$ cat src/charge_timebase_pkg.sv
`default_nettype none
package charge_timebase_pkg;
  // All times are in oscillator periods; one enabled clk cycle is one period
  localparam int LOGIC_DIV_LOG2  = 6;
  localparam int SENSE_ON        = 192;
  localparam int SENSE_PER_LOG2  = 12;
  localparam int CHARGE_REC      = 32;
  localparam int LOAD_REC        = 20;
  localparam int TEMP_ON         = 128;
  localparam int TEMP_PER_LOG2   = 16;
  localparam int TEST_MIN        = 2048;
  localparam int TEST_MAX        = 393216;
  localparam int TEST_STEP_LOG2  = 10;
  localparam int TEST_LEN        = 393216;
  localparam int LED_SU          = 512;
  localparam int LED_ON          = 32768;
  localparam int BP_BIT          = 3;
  localparam int BUZ_BIT         = 0;
  localparam int SELF_SHORT_LOG2 = 35;
  localparam int SELF_LONG_LOG2  = 36;
  localparam int CHAIN_W         = 36;
  typedef enum logic [1:0] {LED_IDLE, LED_SETUP, LED_LIT} led_state_t;
endpackage : charge_timebase_pkg
`default_nettype wire
$ cat src/charge_monitor_timebase.sv
`timescale 1ns/1ns
`default_nettype none
// Functional notes
// - Sense window stays active for 192 oscillator periods.
// - Sense windows repeat every 4096 oscillator periods.
// - Every converter and the converter enable share that single sense timing.
// - Charge current recognised only after persisting more than 32 periods.
// - Discharge load recognised only after persisting more than 20 periods.
// - While hot, self-discharge steps once per 2^35 or 2^36 periods.
// - Battery temperature sensing lasts 128 oscillator periods.
// - Battery temperature sensing repeats every 65536 oscillator periods.
// - Display test accepted only if held over 2^11, under 1.5*2^18.
// - Display test steps segments every 1024 oscillator periods.
// - Whole display test lasts 1.5*2^18 oscillator periods.
// - After non-exempt mode change, wait 512 periods, then LEDs lit 32768.
// - LCD backplane drive toggles at oscillator frequency over sixteen.
// - Auto buzzer output modulated at half the oscillator frequency.
module charge_monitor_timebase #(
  parameter int TEST_MAX_P   = charge_timebase_pkg::TEST_MAX,
  parameter int TEST_LEN_P   = charge_timebase_pkg::TEST_LEN,
  parameter int LED_ON_P     = charge_timebase_pkg::LED_ON,
  parameter int SELF_SHORT_P = charge_timebase_pkg::SELF_SHORT_LOG2,
  parameter int SELF_LONG_P  = charge_timebase_pkg::SELF_LONG_LOG2
) (
  input  wire logic clk,
  input  wire logic srst,
  input  wire logic ce,
  input  wire logic charge_present,
  input  wire logic load_present,
  input  wire logic temp_above_self,
  input  wire logic self_interval_sel,
  input  wire logic test_req,
  input  wire logic mode_change,
  input  wire logic led_hold_exempt_mode,
  input  wire logic buzzer_req,
  output logic      logic_clk_en,
  output logic      sense_window,
  output logic      converter_enable,
  output logic      charge_detected,
  output logic      load_detected,
  output logic      self_discharge_step,
  output logic      temp_window,
  output logic      display_test_active,
  output logic      display_step,
  output logic      led_on,
  output logic      lcd_backplane_drive,
  output logic      auto_buzzer_out
);
  import charge_timebase_pkg::*;

  localparam int HW = $clog2(TEST_MAX_P + 1);
  localparam int TW = $clog2(TEST_LEN_P + 1);
  localparam int LW = $clog2(LED_ON_P + 1);

  if (SELF_SHORT_P < 1 || SELF_SHORT_P > SELF_LONG_P || SELF_LONG_P > CHAIN_W) begin : bad_self
    $error("Self-discharge interval exponents out of range");
  end
  if (TEST_MAX_P <= TEST_MIN || TEST_LEN_P < (1 << TEST_STEP_LOG2)) begin : bad_test
    $error("Display test timing out of range");
  end
  if (LED_ON_P < 1 || LED_ON_P < LED_SU) begin : bad_led
    $error("LED on time out of range");
  end

  logic [CHAIN_W-1:0] chain;
  logic [CHAIN_W-1:0] next_chain;
  logic [5:0]         charge_cnt;
  logic [5:0]         load_cnt;
  logic [HW-1:0]      hold_cnt;
  logic               test_req_d;
  logic [TW-1:0]      test_cnt;
  logic [LW-1:0]      led_cnt;
  led_state_t         led_state;
  logic               self_tick;
  logic               test_accept;

  assign next_chain = chain + CHAIN_W'(1);

  // Free-running chain; every window is a decode of it
  always_ff @(posedge clk) begin
    if (srst)
      chain <= '0;
    else if (ce)
      chain <= next_chain;
  end

  // Outputs decoded from the next chain value so they leave flip-flops aligned
  always_ff @(posedge clk) begin
    if (srst) begin
      logic_clk_en        <= 1'b0;
      sense_window        <= 1'b0;
      converter_enable    <= 1'b0;
      temp_window         <= 1'b0;
      lcd_backplane_drive <= 1'b0;
      auto_buzzer_out     <= 1'b0;
    end else if (ce) begin
      logic_clk_en <= (next_chain[LOGIC_DIV_LOG2-1:0] == '0);
      sense_window <= (next_chain[SENSE_PER_LOG2-1:0]
                       < SENSE_PER_LOG2'(SENSE_ON));
      converter_enable <= (next_chain[SENSE_PER_LOG2-1:0]
                           < SENSE_PER_LOG2'(SENSE_ON));
      temp_window <= (next_chain[TEMP_PER_LOG2-1:0]
                      < TEMP_PER_LOG2'(TEMP_ON));
      lcd_backplane_drive <= next_chain[BP_BIT];
      auto_buzzer_out <= buzzer_req & next_chain[BUZ_BIT];
    end
  end

  // Persistence filters; a single gap restarts the count
  always_ff @(posedge clk) begin
    if (srst) begin
      charge_cnt      <= '0;
      charge_detected <= 1'b0;
    end else if (ce) begin
      if (!charge_present) begin
        charge_cnt      <= '0;
        charge_detected <= 1'b0;
      end else begin
        if (charge_cnt <= 6'(CHARGE_REC))
          charge_cnt <= charge_cnt + 6'(1);
        charge_detected <= (charge_cnt >= 6'(CHARGE_REC));
      end
    end
  end

  always_ff @(posedge clk) begin
    if (srst) begin
      load_cnt      <= '0;
      load_detected <= 1'b0;
    end else if (ce) begin
      if (!load_present) begin
        load_cnt      <= '0;
        load_detected <= 1'b0;
      end else begin
        if (load_cnt <= 6'(LOAD_REC))
          load_cnt <= load_cnt + 6'(1);
        load_detected <= (load_cnt >= 6'(LOAD_REC));
      end
    end
  end

  // Select is assumed static; changing it mid-interval can shorten or lengthen one step
  assign self_tick = self_interval_sel ? (&chain[SELF_LONG_P-1:0])
                                       : (&chain[SELF_SHORT_P-1:0]);

  always_ff @(posedge clk) begin
    if (srst)
      self_discharge_step <= 1'b0;
    else if (ce)
      self_discharge_step <= temp_above_self & self_tick;
    else
      self_discharge_step <= 1'b0;
  end

  // Request judged on release, since only then is its length known
  assign test_accept = test_req_d && !test_req && !display_test_active
                       && (hold_cnt > HW'(TEST_MIN))
                       && (hold_cnt < HW'(TEST_MAX_P));

  always_ff @(posedge clk) begin
    if (srst) begin
      test_req_d <= 1'b0;
      hold_cnt   <= '0;
    end else if (ce) begin
      test_req_d <= test_req;
      if (!test_req)
        hold_cnt <= '0;
      else if (hold_cnt != HW'(TEST_MAX_P))
        hold_cnt <= hold_cnt + HW'(1);
    end
  end

  always_ff @(posedge clk) begin
    if (srst) begin
      display_test_active <= 1'b0;
      test_cnt            <= '0;
      display_step        <= 1'b0;
    end else if (ce) begin
      display_step <= 1'b0;
      if (test_accept) begin
        display_test_active <= 1'b1;
        test_cnt            <= '0;
      end else if (display_test_active) begin
        if (test_cnt == TW'(TEST_LEN_P - 1))
          display_test_active <= 1'b0;
        test_cnt <= test_cnt + TW'(1);
        display_step <= (&test_cnt[TEST_STEP_LOG2-1:0]);
      end
    end else begin
      display_step <= 1'b0;
    end
  end

  // A new non-exempt mode change restarts the set-up, even while lit
  always_ff @(posedge clk) begin
    if (srst) begin
      led_state <= LED_IDLE;
      led_cnt   <= '0;
      led_on    <= 1'b0;
    end else if (ce) begin
      if (mode_change && !led_hold_exempt_mode) begin
        led_state <= LED_SETUP;
        led_cnt   <= '0;
        led_on    <= 1'b0;
      end else begin
        case (led_state)
          LED_SETUP: begin
            if (led_cnt == LW'(LED_SU - 1)) begin
              led_state <= LED_LIT;
              led_cnt   <= '0;
              led_on    <= 1'b1;
            end else begin
              led_cnt <= led_cnt + LW'(1);
            end
          end
          LED_LIT: begin
            if (led_cnt == LW'(LED_ON_P - 1)) begin
              led_state <= LED_IDLE;
              led_cnt   <= '0;
              led_on    <= 1'b0;
            end else begin
              led_cnt <= led_cnt + LW'(1);
            end
          end
          default: begin
            led_state <= LED_IDLE;
            led_cnt   <= '0;
            led_on    <= 1'b0;
          end
        endcase
      end
    end
  end
endmodule : charge_monitor_timebase
`default_nettype wire

$ cat config.mk
export PLATFORM = sky130hd
export DESIGN_NAME = charge_monitor_timebase
export DESIGN_NICKNAME = d
export VERILOG_FILES = /design/src/charge_timebase_pkg.sv /design/src/charge_monitor_timebase.sv
export SDC_FILE = /design/constraint.sdc
export NUM_CORES = 1
export LEC_CHECK = 0
export ABC_AREA = 1
export BUFFER_PORTS_ARGS = -buffer_cell sky130_fd_sc_hd__buf_2
export CAP_MARGIN = 0
export CELL_PAD_IN_SITES_DETAIL_PLACEMENT = 0
export CELL_PAD_IN_SITES_GLOBAL_PLACEMENT = 1
export CORE_ASPECT_RATIO = 0.7
export CORE_UTILIZATION = 45
export DETAILED_ROUTE_END_ITERATION = 12
export PLACE_DENSITY = 0.88
export SYNTH_ARGS = -nofsm -noshare
export SYNTH_HDL_FRONTEND = slang
export SYNTH_SLANG_ARGS = --single-unit
export TNS_END_PERCENT = 10
$ cat constraint.sdc
create_clock -name clk -period 1.8 [get_ports clk]
set_clock_uncertainty 0.05 [all_clocks]
set_input_delay 0.09 -clock clk [delete_from_list [all_inputs] [get_ports clk]]
set_output_delay 0.09 -clock clk [all_outputs]
set_load 0.01 [all_outputs]
======== After elaboration in Yosys (flattened, before gate mapping) ========
Cells that the tools add are included.
storage, ports and cells
  output and inout bits ................... 12
  flip-flop bits (word level) ............. 116
  bits of input ports ..................... 11
  word-level logic and storage cells ...... 94
cells by class
  multiplexer cells ....................... 26
  reduce and logical (&&, ||, !) cells .... 20
  $add $sub $neg .......................... 6
  magnitude comparators ................... 8
  equal/unequal tests ..................... 11
  bitwise logic cells ..................... 4
operators by type and width
  cell                   number
  $mux 19                4
  $mux 16                3
  $add 19x1->19 const B  2
  $add 36x1->36 const B  1
  $reduce_and 36->1      1
  $reduce_and 35->1      1
  $pmux 16 s2            1
  $mux 6                 4
  $eq 19x19->1 const B   1
  $gt 19x12->1 const B   1
  $lt 19x19->1 const B   1
  $ne 19x19->1 const B   1
  $add 16x1->16 const B  1
  $eq 16x15->1 const B   1
  $eq 16x9->1 const B    1
  $lt 16x8->1 const B    1
  $add 6x1->6 const B    2
  $lt 12x8->1 const B    1
  $reduce_and 10->1      1
  $mux 1                 9
  $reduce_and 2->1       4
  $ge 6x5->1 const B     1
  $ge 6x6->1 const B     1
  $le 6x5->1 const B     1
  other kinds (17)       30

======== Longest topological paths before layout ========
Gate-level depths: netlist of the first run.
  depth in word-level cells ............... 7
  gate-level depth with buffers ........... 12
  gate-level depth less buffers ........... 11

======== Worst setup path after synthesis of the first run ========
No wires, ideal clock.
  kind .................................... register to register
  start point ............................. reg led_on (netlist name)
  end point ............................... reg led_cnt[10]
  path buffers ............................ 0
  arrival time ............................ 1,521 ps
  data required time ...................... 1,679 ps
  setup slack ............................. 158 ps
  setup time .............................. 71 ps
  period minus slack after synthesis ...... 1,642 ps
  cell stages (with the launch flop) ...... 6
  cell sequence ........................... dfxtp_1 -> inv_1 -> ha_1 -> nor3_1 -> nand4_1 -> a21oi_1
RTL lines
  item                  line                            source
  to (signal assigned)  charge_monitor_timebase.sv:213  led_cnt <= led_cnt + LW'(1);
  to (signal assigned)  charge_monitor_timebase.sv:222  led_cnt <= led_cnt + LW'(1);
  to (decl)             charge_monitor_timebase.sv:72   logic [LW-1:0] led_cnt;

======== Worst setup path after layout of the first run ========
  start point ............................. reg chain[9]
  end point ............................... reg temp_window
on the way
  word-level cells in the longest chain between the ends .. 2
ends and longest elaborated chain
  item                    line                            source
  from (decl)             charge_monitor_timebase.sv:65   logic [CHAIN_W-1:0] chain;
  from (signal assigned)  charge_monitor_timebase.sv:84   chain <= next_chain;
  $add 36x1->36           charge_monitor_timebase.sv:77   assign next_chain = chain + CHAIN_W'(1);
  $lt 16x8->1             charge_monitor_timebase.sv:103  < TEMP_PER_LOG2'(TEMP_ON));
  to (signal assigned)    charge_monitor_timebase.sv:102  temp_window <= (next_chain[TEMP_PER_LOG2-1:0]
  to (decl)               charge_monitor_timebase.sv:42   output logic temp_window,
Every way passes these cells.
A chain may end at the register's enable or synchronous reset.

==> results of run 1 <==
layout make-up:
cell class / count / area share
flip-flops and latches: 114 / 0.296
clock buffers: 19 / 0.0573
clock inverters: 11 / 0.0180
multi-input cells: 689 / 0.472
repair buffers: 63 / 0.0589
inverters: 138 / 0.0670
well taps: 190 / 0.0308
per-layer routing:
| metal | vias up | GRT usage |
|---|---|---|
| met5 | - | 0 |
| met4 | 0 | 0.0713 |
| met3 | 17 | 0.0357 |
| met2 | 120 | 0.324 |
| met1 | 2829 | 0.329 |
| li1 | 3275 | - |
power by group:
part	switching, mW	leakage [nW]	internal [mW]	total (mW)
clock network	1.17	0.284	2.18	3.36
logic	0.254	1.94	0.144	0.398
registers	0.0430	0.924	2.57	2.61
total	1.47	3.15	4.90	6.37
worst min-delay path, stage by stage:
cell and delay [ns]:
buf_2 0.09, a21oi_1 0.08, nand4_1 0.09, nor3_1 0.06
flip-flops by register name, summed over array words and instances, names as in the netlist:
register and flops:
hold_cnt 19, led_state 1, load_cnt 6, temp_window 1, auto_buzzer_out 1, display_test_active 1
charge_cnt 6, chain 36, led_on 1, display_step 1, led_cnt 16, converter_enable 1
logic_clk_en 1, self_discharge_step 1, test_req_d 1, charge_detected 1, test_cnt 19, load_detected 1
what timing repair did:
item / 4_1_cts / 5_1_grt
pin swaps: 1 / 1
resized for setup: 0 / 27
hold buffers: 5 / 0
buffers inserted: 2 / 0
endpoints found under the hold margin: 9 / 0
setup endpoints to repair: 2 / 47
cells by family after synthesis:
logic type | synth area share
simple gates | 0.380
buf+inv | 0.0970
flops | 0.353
compound gates | 0.108
xor+xnor | 0.0407
fa+ha+maj | 0.0213
per-stage QoR:
step	utilization	area [sq um]	TNS, ns	hold slack, ns
3_5_place_dp	0.499	6970	0	0.335
3_3_place_gp	0.499	6970	0	0.321
5_1_grt	0.553	7730	-0.356	0.0327
2_1_floorplan	-	6460	0	0.188
4_1_cts	0.546	7630	0	0.00579
6_report	0.553	7730	0	0.0114
worst paths after layout:
path	from	to	slack, ns
worst min-delay path	self_interval_sel	self_discharge_step	0.01
worst max register to register	chain[9]	temp_window	0.03
worst max-delay path	chain[9]	temp_window	0.03
worst min register to register	charge_cnt[5]	charge_cnt[5]	0.40
cell usage in the layout, fill, tap and decap left out, drive strengths merged:
master       count
dlygate4sd3      5
ha              11
o21bai           2
nor3            38
bufinv           3
a31o             1
nor2           132
inv            135
xor2            24
clkbuf          19
clkinvlp         2
nand4           39
xnor2            6
a21oi           70
a211oi           2
dfxtp          114
nand3           83
nor3b            5
clkinv           9
nand3b           7
a31oi            1
buf             58
and3             1
nor4             5
or2              1
o211ai           9
o21ai           42
nand2          210
==> results.md, run 1 <==
* Setup CP Type: reg -> reg
* Pin count of the biggest net entering global routing at 46
* Setup crit end kind: flop
* Share of cells above drive strength 1 at 0.158
* Met1 Wirelength at 8640 um
* Top-count cell post-synth: nand2_1
* Highest metal used: met4
* Grt ovf at 0
* Post-Place Setup Slack at 0.0185 ns
* Post-route ant nets at 0
* Most numerous cell on the critical path: nand2_1
* Final Max Tran Viols at 0
* Slew @ Worst Pin at 0.402 ns
* Met2 wire len at 6350 um
* Avg Cell Area, Syn at 6.70 sq um
* Final Total Pwr at 6.37 mW
* Vias in the first global route at 5418
* CTS root buf: clkbuf_16
* Fin crit share at 0.986
* Hold Path Class: in -> reg
* WP data required at 2.09 ns
* Drt total wl at 15700 um
* I/O pin total at 23
* Top-area cell type share of the netlist area at 0.353
* Post-Syn Instances at 964
* Final Setup Violations at 0
* Number of cells on the worst reg-to-reg path at 10
* Critical path arrival at 2.07 ns
* Die Ht at 102 um
* Vias per cell at 5.10
* DRC violations left at 0
* CTS Buffer Depth at 2
* Leakage power at 3.15 nW
* FFs w/ async S/R, synth at 0
* CP max-delay cell: dfxtp_1
* Initial antenna violation count at 0
* ANT cells at 0
* CP peak stage delay at 0.42 ns
* Most frequent cells after synthesis: nand2_1, inv_1, nor2_1
* Detailed Routing Iterations Pass 1 at 5
* Post-Layout Cell Count at 1224
* Area of the multi-input gates at 3650 sq um
* H-tree depth at 4
* Die Wd at 145 um
* CTS tree: done
* Area growth from synthesis to layout at 19.6%
* CP startpoint kind: flop
* Placed cells at 1187
* Min cycle time layout at 1.77 ns
* Yosys top cell by area: dfxtp_1
* Top cells by area, synth: dfxtp_1, nand2_1, inv_1
* Clock slew at reported path FFs at 0.05 ns
* Sequential share of the synthesized area at 0.353
* Crit. path cell count at 10
* Mapped Nets at 986
* RSZ-0062 raised after global routing: yes
* GP Congestion at 0.835
* Final setup margin at 0.0252 ns
* Synthesized area at 6460 sq um
* Bufs and invs on worst path at 0
* Clk_lat worst skew at 0.41 ns
* Slew margin rel. at 0.732
* Top delay family on crit path: simple AND/OR/NAND/NOR gates
* Hold Crit Depth at 4
* Cell Rows at 36
* Register area at 2290 sq um
* Routed WL per cell at 12.9 um
* Yosys warnings at 0
* Core box area at 14000 sq um
* Post-synth EDFFs at 0
* Total CTS buffers at 17
* Highest net fanout along the worst path at 5
* Total Nets Final at 1045
* Cell Pwr Density at 824 nW/um^2
* Port buffer count at 22
* Clk sinks at 114
* Global-route wire length before repair at 26700 um
* Final count of hold timing violations at 0
* HPWL Detailed at 11200 um
* Met3 Routed Length at 584 um
* Crit-path cells: nand2_1 > nor2_1 > nand2_1 > nor2_2 > nor2_1 > nor2_2 > nand2_1 > nor2_1 > nand2_1 > a21oi_2
* Fill cells at 1391
* Initial Util at 0.463
* Max cap viols at 0
* Iteration-0 DRC Markers at 330
* Vias post-DR at 6241
* Run status: completed
* VDD IR max at 0.663 mV
* Total Die Area at 14800 sq um
* Cell variety after synth at 43
* Global Route Usage Sum at 0.222
* Ys flop type: dfxtp_1
* Fmax at 0.563 GHz
* Seq cells post-synth at 114
(Power assumes the default switching activity.)
==> run 2, diff against run 1 <==
Settings changed: CORE_ASPECT_RATIO 0.7 to not set, SETUP_SLACK_MARGIN set to 0.5.
==> results.md, run 2 (synthesized netlist as in run 1, its figures left out) <==
* Run status: completed
* CTS tree: done
* Leakage power at 3.50 nW (+11%)
* Setup crit end kind: flop
* Die Wd at 122 um (-16%)
* Initial antenna violation count at 1 (+1)
* Drt total wl at 17100 um (+8.7%)
* Clk sinks at 114 (unchanged)
* CTS Buffer Depth at 2 (unchanged)
* Most common cell after layout, fill and taps aside: nand2_1
* GP Congestion at 0.870 (+4.2%)
* Global Route Usage Sum at 0.240 (+0.0186)
* Post-route ant nets at 0 (unchanged)
* I/O pin total at 23 (unchanged)
* Setup CP Type: reg -> reg
* Final Max Tran Viols at 0 (unchanged)
* Share of cells above drive strength 1 at 0.286 (+0.129)
* Grt ovf at 0 (unchanged)
* Hold Path Class: in -> reg
* Final Setup Violations at 0 (unchanged)
* Slew margin rel. at 0.749 (+0.0172)
* Most frequent cells in the layout: nand2_1, inv_1, nor2_1
* DRC violations left at 0 (unchanged)
* Vias post-DR at 6424 (+2.9%)
* CP startpoint kind: flop
* Total Die Area at 14800 sq um (about the same)
* CP peak stage delay at 0.31 ns (-0.11 ns)
* Area growth from synthesis to layout at 31.6%
* Pin count of the biggest net entering global routing at 42 (-8.7%)
* VDD IR max at 0.692 mV (+4.5%)
* Min cycle time layout at 1.61 ns (-0.166 ns)
* Slew @ Worst Pin at 0.372 ns (-0.0297 ns)
* Fin crit share at 0.894 (-0.0920)
* Global-route wire length before repair at 28200 um (+5.9%)
* HPWL Detailed at 11200 um (+0.41%)
* Hold slack final at 0.0587 ns (+0.0474 ns)
* Total CTS buffers at 17 (unchanged)
* Cell Rows at 43 (+19%)
* Final count of hold timing violations at 0 (unchanged)
* CTS root buf: clkbuf_16
* Vias in the first global route at 6075 (+12%)
* Initial Util at 0.464 (+0.000955)
* Clk_lat worst skew at 0.42 ns (about the same)
* Total Nets Final at 1065 (+1.9%)
* CP max-delay cell: dfxtp_1
* Max reg flops at 36 (unchanged)
* Largest regs: chain x36, hold_cnt x19, test_cnt x19
* Core box area at 13900 sq um (-0.21%)
* Vias per cell at 5.20 (+1.9%)
* Cell Pwr Density at 793 nW/um^2 (-3.8%)
* Iteration-0 DRC Markers at 314 (-4.8%)
* Setup TNS at 0 ns (unchanged)
* Critical path arrival at 1.90 ns (-0.17 ns)
* Max cap viols at 0 (unchanged)
* WP data required at 2.09 ns (about the same)
* Port buffer count at 22 (unchanged)
* Clock slew at reported path FFs at 0.05 ns (about the same)
* Most flops, register: chain
* Crit-path cells: buf_4 > nand2_2 > clkinv_1 > nand3_1 > nor2_1 > nand3b_1 > a21oi_1
* Highest net fanout along the worst path at 8 (+3)
* Die Ht at 122 um (+19%)
* Fmax at 0.621 GHz (+10%)
* H-tree depth at 4 (unchanged)
* RSZ-0062 raised after global routing: yes
* Routed WL per cell at 13.8 um (+7.7%)
* Detailed Routing Iterations Pass 1 at 4 (-1)
-- run 2: cell count changes in the layout (fill, tap and decap cells not counted), moves of 12 or more --
cell	change
nand2_1	-16
nor2_2	+12
dfxtp_2	+25
nor2_1	-19
buf_4	+16
dfxtp_1	-42
dfxtp_4	+17
-- run 2: layer usage --
metal  GRT usage  up-vias  wire (um)
li1            -     3317          -
met1       0.314     2953       7950
met2       0.388      129       8110
met3      0.0478       25        734
met4      0.0918        0        316
met5           0        -          0
-- run 2: path summary, 6_finish.rpt --
path,startpoint,endpoint,slack [ns],cells past startpoint
min reg2reg,chain[19],chain[19],0.40,1
max,display_test_active,test_cnt[10],0.19,7
min,ce,test_req_d,0.06,3
max reg2reg,display_test_active,test_cnt[10],0.19,7
-- run 2: report_power, final --
group          internal [mW]  switching [mW]
combinational          0.195           0.300
sequential              2.56          0.0544
clock                   2.44            1.19
-- run 2: worst max-delay path, delay by kind of cell (launching register included) --
family          cells  cell delay [ns]
flops               1             0.31
compound gates      1             0.15
buf+inv             2             0.41
simple gates        4             0.62
-- run 2: stage by stage --
stage               setup slack, ns  power, mW  area, sq um  instances  utilization
floorplan                     0.313       2.93         6550        964            -
global placement             0.0535       3.04         6980       1169        0.501
detailed placement           0.0656       3.05         6980       1169        0.501
CTS                           0.214       6.73         8040       1219        0.577
global route                 0.0663       6.97         8500       1236        0.610
finish                        0.191       6.74         8500       1236        0.610
-- run 2: timing repair --
item / 4_1_cts / 5_1_grt
setup buffers: 13 / 16
setup endpoints to repair: 105 / 106
hold buffers: 6 / 0
gates resized for setup: 91 / 101
endpoints found under the hold margin: 20 / 0
pin swaps: 27 / 45
-- run 2: layout make-up --
class                           count  area, sq um
Antenna cell                        1         2.50
Timing Repair Buffer               83          623
Clock inverter                     10          155
Sequential cell                   114         2380
Inverter                          138          541
Fill cell                        1265         5430
Tap cell                          180          225
Multi-Input combinational cell    689         4090
Clock buffer                       21          480
==> run 3, diff against run 2 <==
Settings changed: RECOVER_POWER set to 100.
==> results.md, run 3 (synthesized netlist as in run 1, its figures left out) <==
* Max cap viols at 0 (unchanged)
* Die Ht at 122 um (unchanged)
* Slew margin rel. at 0.749 (about the same)
* Total Nets Final at 1065 (unchanged)
* Final setup margin at 0.178 ns (-0.0132 ns)
* Max reg flops at 36 (unchanged)
* Global-route wire length before repair at 28200 um (unchanged)
* Initial antenna violation count at 1 (unchanged)
* RSZ-0062 raised after global routing: yes
* CTS root buf: clkbuf_16
* Most common cell after layout, fill and taps aside: nand2_1
* GP Congestion at 0.870 (unchanged)
* Port buffer count at 22 (unchanged)
* Sw Ratio at 0.229 (+0.000558)
* Setup crit end kind: flop
* Detailed Routing Iterations Pass 1 at 6 (+2)
* Core box area at 13900 sq um (unchanged)
* Final count of hold timing violations at 0 (unchanged)
* Initial Util at 0.464 (unchanged)
* Fin crit share at 0.901 (+0.00734)
* VDD IR max at 0.699 mV (+0.97%)
* Critical path arrival at 1.92 ns (+0.02 ns)
* CP peak stage delay at 0.36 ns (+0.05 ns)
* Hold Path Class: in -> reg
* Vias post-DR at 6409 (-0.23%)
* Clk_lat worst skew at 0.42 ns (about the same)
* DRC violations left at 0 (unchanged)
* Top delay family on crit path: simple AND/OR/NAND/NOR gates
* Grt ovf at 0 (unchanged)
* Switching power at 1.54 mW (+0.23%)
* HPWL Detailed at 11200 um (unchanged)
* Share of cells above drive strength 1 at 0.268 (-0.0180)
* Final Setup Violations at 0 (unchanged)
* Vias per cell at 5.19 (-0.23%)
* Final Max Tran Viols at 0 (unchanged)
* Die Wd at 122 um (unchanged)
* Vias in the first global route at 6075 (unchanged)
* Routed WL per cell at 13.8 um (-0.12%)
* Post-route ant nets at 0 (unchanged)
* Fmax at 0.616 GHz (-0.81%)
* Clock share of power at 0.539 (about the same)
* Run status: completed
* Post-Place Setup Slack at 0.0656 ns (unchanged)
* Iteration-0 DRC Markers at 341 (+8.6%)
* CTS Buffer Depth at 2 (unchanged)
* Cell Rows at 43 (unchanged)
* Comb pwr share at 0.073 (about the same)
* Clk sinks at 114 (unchanged)
* Drt total wl at 17100 um (-0.12%)
* Most flops, register: chain
* H-tree depth at 4 (unchanged)
* Setup CP Type: reg -> reg
* CP max-delay cell: dfxtp_4
* Clock slew at reported path FFs at 0.05 ns (about the same)
* Crit-path cells: inv_4 > ha_4 > nand4_1 > nor2_1 > nand2_1 > nand2_1 > inv_4 > a21oi_4 > buf_6 > nand2_1 > a21oi_1
* WP data required at 2.10 ns (about the same)
* Global Route Usage Sum at 0.240 (unchanged)
* Cell Pwr Density at 795 nW/um^2 (+0.35%)
* Leakage power at 3.45 nW (-1.4%)
* Setup TNS at 0 ns (unchanged)
* Most frequent cells in the layout: nand2_1, inv_1, nor2_1
* Min cycle time layout at 1.62 ns (+0.0132 ns)
* Highest net fanout along the worst path at 7 (-1)
* Pin count of the biggest net entering global routing at 42 (unchanged)
* Bufs and invs on worst path at 3 (+1)
* Most numerous cell on the critical path: nand2_1
* Total Die Area at 14800 sq um (unchanged)
* Total CTS buffers at 17 (unchanged)
* Slew @ Worst Pin at 0.372 ns (-0.000101 ns)
* Area growth from synthesis to layout at 31.1%
* Seq pwr share at 0.388 (about the same)
* CP startpoint kind: flop
* Internal power at 5.19 mW (about the same)
* CTS tree: done
* Largest regs: chain x36, hold_cnt x19, test_cnt x19
* I/O pin total at 23 (unchanged)
run 3: cell count changes in the layout (fill, tap and decap cells not counted):
cell,previous run,this run
clkbuf_1,0,13
nand2_2,21,19
nand2_1,179,181
inv_2,15,13
o21ai_0,28,29
nor2_2,24,22
o21ai_1,9,8
nor2_1,92,94
inv_1,113,115
clkbuf_4,0,1
buf_4,50,47
buf_2,22,11
run 3: timing repair:
action                     4_1_cts  5_1_grt
hold buffers                     6        0
pin swaps                       27       45
hold endpoints to repair        20        0
gates resized for setup         91      101
setup buffers                   13       16
setup endpoints to repair      105      106
run 3: worst register-to-register path: stages, from the launching register on:
cell	delay, ns
dfxtp_4	0.36
inv_4	0.07
ha_4	0.12
nand4_1	0.07
nor2_1	0.12
nand2_1	0.06
nand2_1	0.15
inv_4	0.08
a21oi_4	0.18
buf_6	0.16
nand2_1	0.05
a21oi_1	0.10
run 3: metrics by stage:
stage	total power [mW]	cell area, sq um	hold slack [ns]	utilization	cells
detailed placement	3.05	6980	0.321	0.501	1169
finish	6.74	8470	0.0518	0.608	1236
global route	6.96	8470	0.0772	0.608	1236
global placement	3.04	6980	0.318	0.501	1169
CTS	6.73	8040	0.0358	0.577	1219
floorplan	2.93	6550	0.188	-	964
run 3: power by group through the flow:
| stage | logic (mW) | clock network [mW] | registers (mW) |
|---|---|---|---|
| 2_1_floorplan | 0.262 | 0 | 2.66 |
| 6_report | 0.489 | 3.63 | 2.62 |
| 4_1_cts | 0.435 | 3.68 | 2.62 |
| 3_5_place_dp | 0.378 | 0 | 2.67 |
| 3_3_place_gp | 0.374 | 0 | 2.67 |
| 5_1_grt | 0.544 | 3.80 | 2.62 |
run 3: path summary, 6_finish.rpt:
path | from | endpoint | slack, ns | cells after the start
setup / recovery | hold_cnt[0] | hold_cnt[11] | 0.18 | 11
setup reg to reg | hold_cnt[0] | hold_cnt[11] | 0.18 | 11
hold reg to reg | chain[19] | chain[19] | 0.40 | 1
hold / removal | ce | test_req_d | 0.05 | 3
run 3: layer usage:
metal | global-route usage | wire (um)
met4 | 0.0918 | 317
met2 | 0.388 | 8100
met1 | 0.314 | 7990
met5 | 0 | 0
met3 | 0.0478 | 686
run 3: final cells by class:
cell class | count | area, sq um
sequential | 114 | 2380
tap | 180 | 225
antenna | 1 | 2.50
inverter | 138 | 541
clock inverter | 10 | 155
fill | 1279 | 5460
clock buffer | 21 | 480
timing repair buffer | 83 | 602
multi-input combinational | 689 | 4080
